$ cat src/maint_params.svh
`ifndef MAINT_PARAMS_SVH
`define MAINT_PARAMS_SVH

`define BDI_OFFSET     24'h00_0060
`define MRI_OFFSET     24'h00_0100
`define BDI_RESET      32'h0000_0000
`define MRI_RESET      32'h0000_0000
`define MRI_TID_LSB    0
`define MRI_TID_MSB    7
`define MRI_PRIO_LSB   8
`define MRI_PRIO_MSB   9
`define MRI_CRF_BIT    10
`define MRI_DEST_LSB   16
`define MRI_DEST_MSB   31
`define HOP_LSB        24
`define HOP_MSB        31
`define RESP_OKAY      2'h0
`define RESP_SLVERR    2'h2

`endif

$ cat src/maint_pkg.sv
`default_nettype none
package maint_pkg;

    typedef enum logic [4:0] {
        ST_IDLE  = 5'b00001,
        ST_LREQ  = 5'b00010,
        ST_LRSP  = 5'b00100,
        ST_RREQ  = 5'b01000,
        ST_RWAIT = 5'b10000
    } state_e;

    typedef enum logic [2:0] {
        PK_NREAD   = 3'h0,
        PK_NWRITE  = 3'h1,
        PK_NWRITE_R = 3'h2,
        PK_SWRITE  = 3'h3,
        PK_MAINT   = 3'h4,
        PK_OTHER   = 3'h5
    } pkt_kind_e;

endpackage
`default_nettype wire

$ cat src/inbound_checker.sv
`timescale 1ns/1ps
`default_nettype none
module inbound_checker
    import maint_pkg::*;
(
    input  wire logic      clk,
    input  wire logic      reset_n,
    input  wire logic      in_valid,
    input  wire logic      in_lcsba_hit,
    input  wire pkt_kind_e in_kind,
    input  wire logic      in_size_word,
    input  wire logic      in_is_write,
    output logic           chk_done_ff,
    output logic           chk_error_ff,
    output logic           chk_write_en_ff
);
    logic nxt_done;
    logic nxt_error;
    logic nxt_write_en;
    logic cfg_target;
    logic kind_ok;

    always_comb begin
        cfg_target   = in_valid && (in_lcsba_hit || in_kind == PK_MAINT);
        kind_ok      = in_kind == PK_NREAD || in_kind == PK_NWRITE || in_kind == PK_NWRITE_R;
        nxt_done     = cfg_target;
        nxt_error    = cfg_target && ((in_lcsba_hit && !kind_ok) || !in_size_word);
        nxt_write_en = cfg_target && in_is_write && !nxt_error;
    end

    always_ff @(posedge clk or negedge reset_n) begin
        if (!reset_n) begin
            chk_done_ff     <= 1'b0;
            chk_error_ff    <= 1'b0;
            chk_write_en_ff <= 1'b0;
        end else begin
            chk_done_ff     <= nxt_done;
            chk_error_ff    <= nxt_error;
            chk_write_en_ff <= nxt_write_en;
        end
    end
endmodule // inbound_checker
`default_nettype wire

$ cat src/maintenance_access_controller.sv
`timescale 1ns/1ps
`default_nettype none
`include "maint_params.svh"
module maintenance_access_controller
    import maint_pkg::*;
#(
    parameter int DATA_W = 32
) (
    input  wire logic        clk,
    input  wire logic        reset_n,
    input  wire logic        maint_rst,
    input  wire logic        maint_awvalid,
    output logic             maint_awready_ff,
    input  wire logic [31:0] maint_awaddr,
    input  wire logic        maint_wvalid,
    output logic             maint_wready_ff,
    input  wire logic [31:0] maint_wdata,
    output logic             maint_bvalid_ff,
    input  wire logic        maint_bready,
    output logic [1:0]       maint_bresp_ff,
    input  wire logic        maint_arvalid,
    output logic             maint_arready_ff,
    input  wire logic [31:0] maint_araddr,
    output logic             maint_rvalid_ff,
    input  wire logic        maint_rready,
    output logic [31:0]      maint_rdata_ff,
    output logic [1:0]       maint_rresp_ff,
    output logic             cfg_awvalid_ff,
    input  wire logic        cfg_awready,
    output logic [23:0]      cfg_addr_ff,
    output logic             cfg_wvalid_ff,
    input  wire logic        cfg_wready,
    output logic [31:0]      cfg_wdata_ff,
    input  wire logic        cfg_bvalid,
    output logic             cfg_bready_ff,
    input  wire logic [1:0]  cfg_bresp,
    output logic             cfg_arvalid_ff,
    input  wire logic        cfg_arready,
    input  wire logic        cfg_rvalid,
    output logic             cfg_rready_ff,
    input  wire logic [31:0] cfg_rdata,
    input  wire logic [1:0]  cfg_rresp,
    output logic             req_valid_ff,
    input  wire logic        req_ready,
    output logic             req_is_write_ff,
    output logic [7:0]       req_hop_ff,
    output logic [15:0]      req_srcid_ff,
    output logic [15:0]      req_destid_ff,
    output logic [1:0]       req_prio_ff,
    output logic             req_crf_ff,
    output logic [7:0]       req_tid_ff,
    output logic [23:0]      req_offset_ff,
    output logic [31:0]      req_data_ff,
    input  wire logic        rsp_valid,
    input  wire logic        rsp_is_write,
    input  wire logic [7:0]  rsp_tid,
    input  wire logic        rsp_error,
    input  wire logic [31:0] rsp_data,
    output logic [31:0]      device_identifier_ff,
    input  wire logic        in_valid,
    input  wire logic        in_lcsba_hit,
    input  wire pkt_kind_e   in_kind,
    input  wire logic        in_size_word,
    input  wire logic        in_is_write,
    output logic             chk_done_ff,
    output logic             chk_error_ff,
    output logic             chk_write_en_ff
);
    if (DATA_W != 32) begin : g_width_check
        $error("DATA_W must be 32");
    end

    typedef struct packed {
        state_e      st;
        logic        aw_have, w_have, ar_have, cur_write;
        logic [31:0] aw_addr, w_data, ar_addr, cur_addr, cur_data, mri;
        logic [7:0]  wr_tid, rd_tid;
        logic        awready, wready, arready, bvalid, rvalid;
        logic [1:0]  bresp, rresp;
        logic [31:0] rdata;
        logic        c_awvalid, c_wvalid, c_arvalid, c_bready, c_rready;
        logic        r_valid;
    } eng_s;

    eng_s cur_ff;
    eng_s nxt;
    logic [23:0] offset;
    logic [7:0]  stored_tid;
    logic        tid_match;

    always_comb begin
        nxt = cur_ff;
        offset = {cur_ff.cur_addr[23:2], 2'b00};
        stored_tid = cur_ff.cur_write ? cur_ff.wr_tid : cur_ff.rd_tid;
        tid_match = rsp_valid && rsp_is_write == cur_ff.cur_write && rsp_tid == stored_tid;
        if (maint_awvalid && cur_ff.awready) begin
            nxt.aw_have = 1'b1;
            nxt.aw_addr = maint_awaddr;
        end
        if (maint_wvalid && cur_ff.wready) begin
            nxt.w_have = 1'b1;
            nxt.w_data = maint_wdata;
        end
        if (maint_arvalid && cur_ff.arready) begin
            nxt.ar_have = 1'b1;
            nxt.ar_addr = maint_araddr;
        end
        if (maint_bready && cur_ff.bvalid) begin
            nxt.bvalid = 1'b0;
        end
        if (maint_rready && cur_ff.rvalid) begin
            nxt.rvalid = 1'b0;
        end
        case (cur_ff.st)
            ST_IDLE: begin
                // Writes win the engine; reads wait at most one transaction
                if (cur_ff.aw_have && cur_ff.w_have && !cur_ff.bvalid) begin
                    nxt.cur_write = 1'b1;
                    nxt.cur_addr = cur_ff.aw_addr;
                    nxt.cur_data = cur_ff.w_data;
                    nxt.st = ST_LREQ;
                end else if (cur_ff.ar_have && !cur_ff.rvalid) begin
                    nxt.cur_write = 1'b0;
                    nxt.cur_addr = cur_ff.ar_addr;
                    nxt.st = ST_LREQ;
                end
                if (nxt.st == ST_LREQ) begin
                    if (nxt.cur_addr[`HOP_MSB:`HOP_LSB] != 8'h00) begin
                        nxt.st = ST_RREQ;
                        nxt.r_valid = 1'b1;
                    end else if ({nxt.cur_addr[23:2], 2'b00} != `BDI_OFFSET
                                 && {nxt.cur_addr[23:2], 2'b00} != `MRI_OFFSET) begin
                        // Own registers never reach the fabric, not even for one cycle
                        nxt.c_awvalid = nxt.cur_write;
                        nxt.c_wvalid = nxt.cur_write;
                        nxt.c_arvalid = !nxt.cur_write;
                    end
                end
            end
            ST_LREQ: begin
                // Own registers are answered here without touching the fabric
                if (offset == `BDI_OFFSET || offset == `MRI_OFFSET) begin
                    nxt.c_awvalid = 1'b0;
                    nxt.c_wvalid = 1'b0;
                    nxt.c_arvalid = 1'b0;
                    nxt.st = ST_IDLE;
                    if (cur_ff.cur_write) begin
                        nxt.aw_have = 1'b0;
                        nxt.w_have = 1'b0;
                        nxt.bvalid = 1'b1;
                        nxt.bresp = `RESP_OKAY;
                        if (offset == `MRI_OFFSET) begin
                            nxt.mri = cur_ff.cur_data;
                        end
                    end else begin
                        nxt.ar_have = 1'b0;
                        nxt.rvalid = 1'b1;
                        nxt.rresp = `RESP_OKAY;
                        nxt.rdata = (offset == `MRI_OFFSET) ? cur_ff.mri : device_identifier_ff;
                    end
                end else begin
                    if (cfg_awready) nxt.c_awvalid = 1'b0;
                    if (cfg_wready) nxt.c_wvalid = 1'b0;
                    if (cfg_arready) nxt.c_arvalid = 1'b0;
                    if (!nxt.c_awvalid && !nxt.c_wvalid && !nxt.c_arvalid) begin
                        nxt.st = ST_LRSP;
                        nxt.c_bready = cur_ff.cur_write;
                        nxt.c_rready = !cur_ff.cur_write;
                    end
                end
            end
            ST_LRSP: begin
                if (cur_ff.cur_write && cfg_bvalid) begin
                    nxt.c_bready = 1'b0;
                    nxt.aw_have = 1'b0;
                    nxt.w_have = 1'b0;
                    nxt.bvalid = 1'b1;
                    nxt.bresp = (cfg_bresp == `RESP_OKAY) ? `RESP_OKAY : `RESP_SLVERR;
                    nxt.st = ST_IDLE;
                end else if (!cur_ff.cur_write && cfg_rvalid) begin
                    nxt.c_rready = 1'b0;
                    nxt.ar_have = 1'b0;
                    nxt.rvalid = 1'b1;
                    nxt.rdata = cfg_rdata;
                    nxt.rresp = (cfg_rresp == `RESP_OKAY) ? `RESP_OKAY : `RESP_SLVERR;
                    nxt.st = ST_IDLE;
                end
            end
            ST_RREQ: begin
                if (req_ready) begin
                    nxt.r_valid = 1'b0;
                    if (cur_ff.cur_write) nxt.wr_tid = req_tid_ff;
                    else nxt.rd_tid = req_tid_ff;
                    nxt.mri[`MRI_TID_MSB:`MRI_TID_LSB] = 8'(req_tid_ff + 8'h01);
                    nxt.st = ST_RWAIT;
                end
            end
            ST_RWAIT: begin
                // Responses with a foreign TID are dropped with no trace
                if (tid_match) begin
                    nxt.st = ST_IDLE;
                    if (cur_ff.cur_write) begin
                        nxt.aw_have = 1'b0;
                        nxt.w_have = 1'b0;
                        nxt.bvalid = 1'b1;
                        nxt.bresp = rsp_error ? `RESP_SLVERR : `RESP_OKAY;
                    end else begin
                        nxt.ar_have = 1'b0;
                        nxt.rvalid = 1'b1;
                        nxt.rdata = rsp_data;
                        nxt.rresp = rsp_error ? `RESP_SLVERR : `RESP_OKAY;
                    end
                end
            end
            default: nxt.st = ST_IDLE;
        endcase
        if (maint_rst) begin
            nxt.st = ST_IDLE;
            nxt.aw_have = 1'b0;
            nxt.w_have = 1'b0;
            nxt.ar_have = 1'b0;
            nxt.bvalid = 1'b0;
            nxt.rvalid = 1'b0;
            nxt.wr_tid = 8'h00;
            nxt.rd_tid = 8'h00;
            nxt.c_awvalid = 1'b0;
            nxt.c_wvalid = 1'b0;
            nxt.c_arvalid = 1'b0;
            nxt.c_bready = 1'b0;
            nxt.c_rready = 1'b0;
            nxt.r_valid = 1'b0;
        end
        // Channel stays closed until the response to its single transaction has been accepted
        nxt.awready = !nxt.aw_have && !nxt.bvalid && !maint_rst;
        nxt.wready = !nxt.w_have && !nxt.bvalid && !maint_rst;
        nxt.arready = !nxt.ar_have && !nxt.rvalid && !maint_rst;
    end

    always_ff @(posedge clk or negedge reset_n) begin
        if (!reset_n) begin
            cur_ff <= '{st: ST_IDLE, mri: `MRI_RESET, default: '0};
            device_identifier_ff <= `BDI_RESET;
        end else begin
            cur_ff <= nxt;
            if (cur_ff.st == ST_LREQ && cur_ff.cur_write && offset == `BDI_OFFSET) begin
                device_identifier_ff <= cur_ff.cur_data;
            end
        end
    end

    always_comb begin
        maint_awready_ff = cur_ff.awready;
        maint_wready_ff  = cur_ff.wready;
        maint_arready_ff = cur_ff.arready;
        maint_bvalid_ff  = cur_ff.bvalid;
        maint_bresp_ff   = cur_ff.bresp;
        maint_rvalid_ff  = cur_ff.rvalid;
        maint_rdata_ff   = cur_ff.rdata;
        maint_rresp_ff   = cur_ff.rresp;
        cfg_awvalid_ff   = cur_ff.c_awvalid;
        cfg_wvalid_ff    = cur_ff.c_wvalid;
        cfg_arvalid_ff   = cur_ff.c_arvalid;
        cfg_bready_ff    = cur_ff.c_bready;
        cfg_rready_ff    = cur_ff.c_rready;
        cfg_addr_ff      = {cur_ff.cur_addr[23:2], 2'b00};
        cfg_wdata_ff     = cur_ff.cur_data;
        req_valid_ff     = cur_ff.r_valid;
        req_is_write_ff  = cur_ff.cur_write;
        req_hop_ff       = 8'(cur_ff.cur_addr[`HOP_MSB:`HOP_LSB] - 8'h01);
        req_srcid_ff     = device_identifier_ff[15:0];
        req_destid_ff    = cur_ff.mri[`MRI_DEST_MSB:`MRI_DEST_LSB];
        req_prio_ff      = cur_ff.mri[`MRI_PRIO_MSB:`MRI_PRIO_LSB];
        req_crf_ff       = cur_ff.mri[`MRI_CRF_BIT];
        req_tid_ff       = cur_ff.mri[`MRI_TID_MSB:`MRI_TID_LSB];
        req_offset_ff    = {cur_ff.cur_addr[23:2], 2'b00};
        req_data_ff      = cur_ff.cur_data;
    end

    inbound_checker u_inbound_checker (
        .clk             (clk),
        .reset_n         (reset_n),
        .in_valid        (in_valid),
        .in_lcsba_hit    (in_lcsba_hit),
        .in_kind         (in_kind),
        .in_size_word    (in_size_word),
        .in_is_write     (in_is_write),
        .chk_done_ff     (chk_done_ff),
        .chk_error_ff    (chk_error_ff),
        .chk_write_en_ff (chk_write_en_ff)
    );
endmodule // maintenance_access_controller
`default_nettype wire

$ cat config.mk
export PLATFORM = sky130hd
export DESIGN_NAME = maintenance_access_controller
export DESIGN_NICKNAME = d
export VERILOG_FILES = /design/src/maint_pkg.sv /design/src/inbound_checker.sv /design/src/maintenance_access_controller.sv
export VERILOG_INCLUDE_DIRS = /design/src
export SDC_FILE = /design/constraint.sdc
export NUM_CORES = 1
export LEC_CHECK = 0
export ABC_CLOCK_PERIOD_IN_PS = 2990
export BUFFER_PORTS_ARGS = -buffer_cell sky130_fd_sc_hd__buf_4
export CAP_MARGIN = 20
export CORE_ASPECT_RATIO = 1.1
export CORE_UTILIZATION = 35
export CTS_BUF_LIST = sky130_fd_sc_hd__clkbuf_4 sky130_fd_sc_hd__clkbuf_8
export DETAILED_ROUTE_END_ITERATION = 10
export PLACE_DENSITY = 0.7
export SLEW_MARGIN = 10
export SYNTH_ARGS = -nofsm -noshare
export SYNTH_HDL_FRONTEND = slang
export SYNTH_SLANG_ARGS = --single-unit
export TNS_END_PERCENT = 5
$ cat constraint.sdc
create_clock -name clk -period 2.99 [get_ports clk]
set_clock_uncertainty 0.05 [all_clocks]
set_input_delay 0 -clock clk [delete_from_list [all_inputs] [get_ports clk]]
set_output_delay 0 -clock clk [all_outputs]
set_load 0.02 [all_outputs]
Word level (Yosys, flattened, before mapping)
Index checks and enable logic that the tools add are counted.
{"block": "totals", "ff_bits": 297, "latch_bits": 0, "mem_bits_rw": 0, "romBits": 0, "in_bits": 196, "out_inout_bits": 246, "memories": 0}
{"block": "classes", "n_addsub": 2, "mul": 0, "n_div": 0, "n_lt_le_gt_ge": 0, "eq_ne": 40, "shifts": 0, "muxes": 86, "bitwise_logic": 0, "n_reduce_logical": 73}
{"operator": "34-bit two-way mux", "count": 4}
{"operator": "32-bit two-way mux", "count": 4}
{"operator": "38-bit one-hot mux with 3 select lines", "count": 1}
{"operator": "38-bit two-way mux", "count": 2}
{"operator": "8-bit two-way mux", "count": 8}
{"operator": "5-bit two-way mux", "count": 10}
{"operator": "3-bit != test, second input constant", "count": 11}
{"operator": "16-bit two-way mux", "count": 2}
{"operator": "1-bit two-way mux", "count": 31}
{"operator": "1-bit logical AND", "count": 28}
{"operator": "5-bit one-hot mux with 5 select lines", "count": 1}
{"operator": "24-bit two-way mux", "count": 1}
{"operator": "2-bit != test, second input constant", "count": 12}
{"operator": "22-bit by 5-bit == test with 1-bit output, second input constant", "count": 1}
{"operator": "22-bit by 7-bit == test with 1-bit output, second input constant", "count": 1}
{"operator": "2-bit two-way mux", "count": 11}
{"operator": "22-bit by 5-bit != test with 1-bit output, second input constant", "count": 1}
{"operator": "22-bit by 7-bit != test with 1-bit output, second input constant", "count": 1}
{"operator": "4-bit AND reduction", "count": 5}
{"operator": "1-bit logical NOT", "count": 16}
{"operator": "8-bit one-hot mux with 2 select lines", "count": 1}
{"operator": "3-bit two-way mux", "count": 5}
{"operator": "3-bit nonzero test", "count": 4}
{"operator": "5-bit by 2-bit == test with 1-bit output, second input constant", "count": 2}
{"operator": "other kinds (27)", "count": 38}

Longest topological paths before layout
Gate-level depths: netlist of the first run.
{"block": "logic_depth", "ltp_word": 14, "depth_mapped": 9, "ltp_nobuf": 7}

By module
From an unflattened synthesis of the first run, not the netlist that was laid out.
{"block": "unflattened", "cells_unflattened": 1293, "hier_area_um2": 14694.1}
{"module": "maintenance_access_controller", "n_inst": 1, "cells_each": 1277, "area_each_um2": 14545.2}
{"module": "inbound_checker", "n_inst": 1, "cells_each": 16, "area_each_um2": 148.9}

Worst setup path before layout of the first run
OpenSTA, ideal clock, no wires.
{"block": "synth_timing", "kind": "register to register", "start": "register cur_ff (netlist bit req_is_write_ff)", "end": "register cur_ff (netlist bit maint_rdata_ff[16])", "setup_time_ps": 73, "arrival_time_ps": 2367, "t_required_ps": 2867, "setup_slack_ps": 500, "path_stages_with_launch": 10, "path_buffers": 2, "synth_period_minus_slack_ps": 2490, "path_cell_list": "dfrtp_1 -> buf_2 -> mux2i_1 -> xor2_1 -> nand4_1 -> or3_1 -> nor2_1 -> clkbuf_1 -> a221oi_1 -> a21oi_2"}
{"block": "synth_between", "elab_chain_cells": 5, "word_cells_on_any_way": 14, "cone_classes": "7 x eq/ne; 1 x mux; 6 x reduce/logical"}
{"element": "start, declared", "line_no": "maintenance_access_controller.sv:85", "source": "eng_s cur_ff;"}
{"element": "start signal, assigned", "line_no": "maintenance_access_controller.sv:244", "source": "cur_ff <= nxt;"}
{"element": "8-bit two-way mux / 1-bit == test (equally long branches)", "line_no": "maintenance_access_controller.sv:94, maintenance_access_controller.sv:95"}
{"element": "8-bit == test / 1-bit logical AND (equally long branches)", "line_no": "maintenance_access_controller.sv:95", "source": "tid_match = rsp_valid && rsp_is_write == cur_ff.cur_write && rsp_tid == stored_tid;"}
{"element": "1-bit logical AND", "line_no": "maintenance_access_controller.sv:95"}
{"element": "2-bit != test (no line)"}
{"element": "7-bit AND reduction (no line) *"}
Mark *: on every way between the ends. The rest lies on a longest branch, timed or not.
A chain may end at the register's enable or synchronous reset.

Final worst setup path of the first run
{"block": "layout_timing", "start": "register cur_ff (netlist bit req_is_write_ff)", "end": "register cur_ff (netlist bit maint_bresp_ff[1])"}
{"block": "layout_between", "elab_chain_cells": 5, "word_cells_on_any_way": 11, "cone_classes": "6 x eq/ne; 1 x mux; 4 x reduce/logical"}
{"element": "8-bit two-way mux / 1-bit == test (equally long branches)", "line_no": "maintenance_access_controller.sv:94, maintenance_access_controller.sv:95"}
{"element": "8-bit == test / 1-bit logical AND (equally long branches)", "line_no": "maintenance_access_controller.sv:95"}
{"element": "1-bit logical AND", "line_no": "maintenance_access_controller.sv:95"}
{"element": "2-bit != test (no line)"}
{"element": "6-bit AND reduction (no line) *"}
Marks and branches as above.

==> results of run 1 <==
[kinds of logic after synthesis]
logic type	share of synthesized area, %
muxes	15.93
AOI/OAI and AO/OA	9.238
and+or+nand+nor	10.93
xor gates and xnor gates	0.9715
other	0.02600
buffers and inverters	12.24
adders and majority gates	0.1734
DFF	50.49
[stage by stage]
step | setup slack (ps) | power (mW) | cell area (µm²) | setup TNS [ps]
global route | -65.47 | 14.60 | 20440 | -206.3
floorplan | 499.6 | 8.451 | 14440 | 0
detailed placement | 17.37 | 9.731 | 17090 | 0
CTS | 22.60 | 14.00 | 20390 | 0
finish | 59.89 | 14.00 | 20440 | 0
global placement | 82.39 | 9.624 | 17090 | 0
[critical path: stages (launching register included)]
cell and delay (ps):
dfrtp_1 390, buf_12 160, mux2i_2 240, xor2_1 170, nand4_1 120, or4_4 540
dlygate4sd3_1 620, buf_4 180, o21ai_0 210, mux2_2 190
[flip-flops by register name (all words and copies together) (netlist names), 2 cells and up]
signal and flops:
cfg_addr_ff 22, cur_ff 129, maint_rdata_ff 32, req_destid_ff 16, req_tid_ff 8, device_identifier_ff 32
cfg_wdata_ff 32, req_prio_ff 2
[cell usage in the layout, fill, tap and decap left out, types with 3 or more instances in the layout]
cell,Yosys,layout
diode_2,0,3
and3_1,5,5
o21ai_0,23,23
a211oi_1,3,3
xnor2_1,3,3
xor2_1,13,13
nor4_1,8,7
or4_1,8,6
a21oi_2,10,10
o211ai_1,5,5
nor3_1,20,20
and3b_1,6,6
nand3b_1,5,5
a21oi_1,65,65
buf_12,0,10
a221oi_1,32,32
nand3_1,6,6
a31oi_1,6,6
clkinv_2,0,5
buf_4,191,471
o31ai_1,4,3
mux2i_1,53,52
dlygate4sd3_1,0,218
nand4_1,8,8
mux2_2,157,157
clkbuf_4,0,17
conb_1,1,6
a221o_1,4,4
nor2_1,115,113
or3_1,3,3
nor2b_1,3,3
o22ai_1,19,19
dfrtp_1,290,290
nand2_1,142,140
nand2b_1,8,8
a22oi_1,11,11
clkbuf_8,0,65
inv_1,11,11
[path summary, 6_finish.rpt]
kind                                      start                end  slack, ps  depth (start not counted)
worst max-delay path            req_is_write_ff  maint_bresp_ff[1]         60                          9
worst min-delay path            maint_wdata[25]        cur_ff[216]        110                          3
worst max register to register  req_is_write_ff  maint_bresp_ff[1]         60                          9
worst min register to register       cur_ff[78]         cur_ff[78]        420                          2
max in group asynchronous               reset_n         cur_ff[61]       1570                          4
min in group asynchronous               reset_n        cur_ff[216]        480                          3
[power breakdown]
| part | leakage (nW) | switching [mW] | internal, mW |
|---|---|---|---|
| Sequential | 3.73 | 0.917 | 4.66 |
| Clock | 0.585 | 1.67 | 2.24 |
| Combinational | 5.27 | 2.34 | 2.16 |
[area by class of cell]
cell class / instances / share of cell area, %
multi-input cells: 783 / 26.62
clock buffers: 82 / 5.000
clock inverters: 8 / 0.3611
flip-flops and latches: 291 / 35.62
diodes: 3 / 0.03672
repair buffers: 700 / 29.02
well taps: 513 / 3.140
inverters: 11 / 0.2020
[routing by layer]
layer  wire [µm]  track usage, %
met1       19790           28.33
met2       23990           38.99
met3        2935           4.787
met4        1785           9.948
met5           0               0
[timing repair]
item                                   4_1_cts  5_1_grt
endpoints found under the hold margin      363        0
gates resized for setup                      0        4
setup endpoints to repair                    0       36
hold buffers                               219        0
buffers inserted                             0        2
==> impl_metrics.sql, run 1 <==
INSERT INTO impl_metrics (metric_group, metric, value, unit) VALUES
('status', 'outcome', 'finished clean', ''),
('sta', 'layout_worst_path_cycle_share', '98.00', '%'),
('power', 'static-leakage-power', '9.587', 'nW'),
('yosys', 'ys_seq_area_share', '50.49', '%'),
('die', 'die-height', '214.9', 'µm'),
('route', 'via_count', '12230', ''),
('clock_network', 'clk_latency', '630', 'ps'),
('grt', 'grt_start_max_net_pins', '71', ''),
('yosys', 'synth.top_cells.by_count', 'dfrtp_1, buf_4, mux2_2, nand2_1, nor2_1', ''),
('worst_setup_path', 'required', '3500', 'ps'),
('clock_network', 'cts_tree', 'built', ''),
('sta', 'hold_slack', '106.4', 'ps'),
('route', 'drt-vias-per-instance', '5.115', ''),
('grt', 'grt_pass1_vias', '12960', ''),
('power', 'power.density_cell_area', '684.6', 'mW/mm²'),
('sta', 'timing_worst_slew_pin_value', '1022', 'ps'),
('die', 'floorplan.initialDensity', '35.73', '%'),
('cells_and_area', 'finalNonFillerCells', '2391', ''),
('placed_design', 'portBuffers', '431', ''),
('sta', 'min_period', '2930', 'ps'),
('yosys', 'synth_async_reset_ratio', '100.0', '%'),
('grt', 'first_pass_grt_wire_length', '74770', 'µm'),
('clock_network', 'worst_setup_hold_path_clk_slew', '60', 'ps'),
('yosys', 'synthDominantCellAreaShare', '50.31', '%'),
('run', 'max-cap-violations', '0', ''),
('die', 'floorplan.die_area', '0.04203', 'mm²'),
('placed_design', 'dpl.cell_count', '2077', ''),
('worst_setup_path', 'critPathCaptureType', 'register', ''),
('cells_and_area', 'final_nets', '2036', ''),
('grt', 'overflow_after_grt', '0', ''),
('die', 'die_width', '195.6', 'µm'),
('clock_network', 'cts_made_buffers', '51', ''),
('clock_network', 'cts-root-to-sink-buffers', '3', ''),
('yosys', 'avgSynthCellArea', '10.79', 'µm²'),
('placed_design', 'gp_routability_congestion', '0.9020', ''),
('sta', 'setup_violators_final', '0', ''),
('yosys', 'synth.lib_cells_used.distinct', '60', ''),
('die', 'io_pins', '442', ''),
('die', 'floorplan.rows', '77', ''),
('grt', 'grt_use_total', '23.05', '%'),
('yosys', 'synth_register_bits', '291', ''),
('yosys', 'synthDominantAreaCellType', 'dfrtp_1', ''),
('cells_and_area', 'multi_input_gate_area_in_the_final_layout', '0.005441', 'mm²'),
('worst_setup_path', 'worstSetupPathType', 'register to register', ''),
('yosys', 'synth-edff-count', '0', ''),
('yosys', 'leading_cell_types_by_total_area_after_synthesis', 'dfrtp_1, mux2_2, buf_4, nand2_1, mux2i_1', ''),
('cells_and_area', 'area_growth', '41.73', '%'),
('die', 'core_region', '0.04037', 'mm²'),
('yosys', 'ys.flop_type', 'dfrtp_1', ''),
('route', 'drtIter0Drc', '678', ''),
('yosys', 'yosys_warnings', '0', ''),
('sta', 'final_hold_viol_count', '0', ''),
('sta', 'fmax', '341.3', 'MHz'),
('sta', 'unrepaired_setup_endpoints_after_global_routing', 'yes', ''),
('cells_and_area', 'utilization', '50.65', '%'),
('placed_design', 'detailedPlacementHpwl', '32090', 'µm'),
('cells_and_area', 'n_fill_cell', '3474', ''),
('yosys', 'post-synth-top-count-cell', 'dfrtp_1', ''),
('route', 'drt-total-wl', '48510', 'µm'),
('clock_network', 'clock-sinks', '291', ''),
('sta', 'finalMaxSlewViolations', '0', ''),
('yosys', 'mapped_area', '0.01443', 'mm²'),
('route', 'detail_route.drc_violations', '0', ''),
('hold_path', 'hold_path.class', 'primary input to register', ''),
('cells_and_area', 'drive_above_1_share', '40.48', '%'),
('worst_setup_path', 'worst_setup_path_start_kind', 'register', ''),
('sta', 'timing.slew.headroom', '31.65', '%'),
('worst_setup_path', 'crit_fanout', '13', ''),
('worst_setup_path', 'worst-endpoint-arrival', '3440', 'ps'),
('grt', 'initial_antenna_violation_count', '3', ''),
('cells_and_area', 'layout.area.seq', '0.007283', 'mm²'),
('route', 'ant_nets', '0', ''),
('route', 'first_pass_iters', '5', ''),
('clock_network', 'htreeDepth', '2', ''),
('route', 'wl_per_cell', '20.29', 'µm'),
('power', 'power.ir.vdd_worst', '0.0005555', 'V'),
('clock_network', 'cts_root_buf', 'clkbuf_8', ''),
('yosys', 'number_of_cells_produced_by_synthesis', '1337', '');
(Power assumes the default switching activity.)
==> run 2: changes to the inputs <==
CORE_AREA = 2 2 172 174   (was unset)
CORE_ASPECT_RATIO = unset   (was 1.1)
CORE_UTILIZATION = unset   (was 35)
DIE_AREA = 0 0 174 176   (was unset)
PLACE_DENSITY = 0.9   (was 0.7)
==> impl_metrics.sql, run 2 (synthesis results as in run 1) <==
INSERT INTO impl_metrics (metric_group, metric, value, unit) VALUES
('placed_design', 'portBuffers', '431', ''),
('worst_setup_path', 'regToRegEndpoint', 'maint_rdata_ff[28]', ''),
('worst_setup_path', 'reg2reg_setup_slack', '110', 'ps'),
('sta', 'final_hold_viol_count', '12', ''),
('clock_network', 'clk_latency', '560', 'ps'),
('hold_path', 'hold_path.class', 'primary input to async pin', ''),
('cells_and_area', 'utilization', '69.36', '%'),
('cells_and_area', 'layout.area.seq', '0.007284', 'mm²'),
('clock_network', 'htreeDepth', '2', ''),
('clock_network', 'cts_made_buffers', '48', ''),
('cells_and_area', 'area_growth', '37.27', '%'),
('die', 'die_width', '174', 'µm'),
('route', 'ant_nets', '0', ''),
('status', 'outcome', 'finished with violations', ''),
('sta', 'timing.slew.headroom', '37.29', '%'),
('route', 'wl_per_cell', '23.20', 'µm'),
('sta', 'fmax', '347.5', 'MHz'),
('sta', 'min_period', '2877', 'ps'),
('clock_network', 'cts-root-to-sink-buffers', '3', ''),
('power', 'design_power_total', '13.91', 'mW'),
('route', 'drtIter0Drc', '1279', ''),
('clock_network', 'cts_tree', 'built', ''),
('worst_setup_path', 'worst-endpoint-arrival', '3290', 'ps'),
('cells_and_area', 'multi_input_gate_area_in_the_final_layout', '0.005453', 'mm²'),
('cells_and_area', 'finalNonFillerCells', '2212', ''),
('placed_design', 'detailedPlacementHpwl', '30340', 'µm'),
('sta', 'timing_worst_slew_pin_value', '937.4', 'ps'),
('sta', 'finalMaxSlewViolations', '0', ''),
('placed_design', 'postPlaceCellArea', '0.01682', 'mm²'),
('die', 'floorplan.initialDensity', '50.53', '%'),
('die', 'io_pins', '442', ''),
('sta', 'setup_violators_final', '0', ''),
('sta', 'fin_setup_tns', '0', 'ps'),
('die', 'core_region', '0.02855', 'mm²'),
('die', 'floorplan.rows', '62', ''),
('status', 'violations', 'hold timing', ''),
('grt', 'grt_start_max_net_pins', '89', ''),
('placed_design', 'pre_cts_setup_slack', '88.46', 'ps'),
('grt', 'grt_use_total', '32.66', '%'),
('worst_setup_path', 'critPathCaptureType', 'register', ''),
('die', 'floorplan.die_area', '0.03062', 'mm²'),
('route', 'drt-total-wl', '51330', 'µm'),
('grt', 'overflow_after_grt', '0', ''),
('power', 'static-leakage-power', '9.343', 'nW'),
('grt', 'grt_pass1_vias', '13720', ''),
('run', 'max-cap-violations', '0', ''),
('route', 'drt-vias-per-instance', '5.922', ''),
('power', 'power.density_cell_area', '702.5', 'mW/mm²'),
('clock_network', 'cts_root_buf', 'clkbuf_8', ''),
('clock_network', 'clock-sinks', '291', ''),
('placed_design', 'dpl.cell_count', '1937', ''),
('cells_and_area', 'max_flop_register', 'cur_ff', ''),
('worst_setup_path', 'crit_fanout', '44', ''),
('sta', 'hold_slack', '-26.63', 'ps'),
('worst_setup_path', 'worstSetupPathType', 'register to register', ''),
('power', 'power.ir.vdd_worst', '0.0006434', 'V'),
('placed_design', 'gp_routability_congestion', '0.9248', ''),
('clock_network', 'worst_setup_hold_path_clk_slew', '70', 'ps'),
('worst_setup_path', 'required', '3400', 'ps'),
('grt', 'initial_antenna_violation_count', '3', ''),
('route', 'first_pass_iters', '6', ''),
('worst_setup_path', 'worst-r2r-cell-count', '9', ''),
('die', 'die-height', '176', 'µm'),
('cells_and_area', 'mostFrequentLayoutCells', 'buf_4, dfrtp_1, dlygate4sd3_1, mux2_2, nand2_1', ''),
('sta', 'worst_slack', '112.6', 'ps'),
('cells_and_area', 'drive_above_1_share', '40.55', '%'),
('worst_setup_path', 'worst_setup_path_start_kind', 'register', ''),
('cells_and_area', 'final_nets', '1992', ''),
('grt', 'first_pass_grt_wire_length', '78070', 'µm'),
('worst_setup_path', 'launch_instance_of_the_worst_register_to_register_path', 'cur_ff[262]', ''),
('cells_and_area', 'n_fill_cell', '1813', ''),
('route', 'detail_route.drc_violations', '0', ''),
('sta', 'unrepaired_setup_endpoints_after_global_routing', 'no', ''),
('cells_and_area', 'number_of_flip_flops_under_the_largest_register_name', '129', ''),
('cells_and_area', 'layout_commonest_cell', 'buf_4', ''),
('route', 'via_count', '13100', ''),
('cells_and_area', 'stdcell_area', '0.01980', 'mm²'),
('sta', 'layout_worst_path_cycle_share', '96.23', '%');
[run 2: cell types whose count changed in the layout (fill, tap and decap cells not counted), moves of 2 or more]
| cell | previous run | this run |
|---|---|---|
| buf_12 | 10 | 7 |
| buf_4 | 471 | 462 |
| bufinv_16 | 1 | 3 |
| clkbuf_8 | 65 | 56 |
| clkinv_2 | 5 | 3 |
| dlygate4sd3_1 | 218 | 189 |
[run 2: critical path: stages (launching register included)]
cell,delay [ps]
dfrtp_1,460
nor3_2,280
nand3b_1,210
or4_2,720
a211o_1,350
o31ai_4,80
buf_12,170
buf_12,230
nor2_1,80
a21oi_1,170
[run 2: timing repair]
| item | in CTS | in global routing |
|---|---|---|
| hold buffers | 187 | 2 |
| endpoints found under the hold margin | 418 | 1 |
| resized for setup | 0 | 7 |
| setup endpoints to repair | 0 | 28 |
| setup buffers | 0 | 2 |
[run 2: layout make-up]
cell class / count / share of cell area, %
Timing Repair Buffer: 659 / 27.85
Clock buffer: 73 / 4.537
Antenna cell: 3 / 0.03791
Clock inverter: 8 / 0.6129
Sequential cell: 291 / 36.79
Tap cell: 384 / 2.426
Multi-Input combinational cell: 783 / 27.54
Inverter: 11 / 0.2085
[run 2: routing by layer]
metal / up-vias / share of wire, % / global-route usage (%) / wire (µm)
met3: 311 / 9.0 / 7.063 / 4599
met1: 6374 / 35 / 37.19 / 17840
li1: 5395 / - / - / -
met2: 1020 / 50 / 56.66 / 25470
met4: 0 / 6.7 / 19.71 / 3423
met5: - / 0 / 0 / 0
[run 2: worst max path at each step]
| stage | from | to | slack, ps | cells after the start |
|---|---|---|---|---|
| floorplan | req_is_write_ff | maint_rdata_ff[16] | 500 | 9 |
| global placement | req_is_write_ff | maint_rdata_ff[0] | 200 | 8 |
| detailed placement | req_is_write_ff | maint_rdata_ff[9] | 90 | 8 |
| CTS | req_is_write_ff | cur_ff[257] | 10 | 8 |
| global route | cur_ff[262] | cur_ff[257] | 1 | 7 |
| finish | cur_ff[262] | maint_rdata_ff[28] | 110 | 9 |
[run 2: power breakdown]
part           internal [mW]  switching (mW)  leakage [nW]
Clock                   2.17            1.66         0.540
Sequential              4.66            1.02          3.73
Combinational           2.02            2.38          5.08
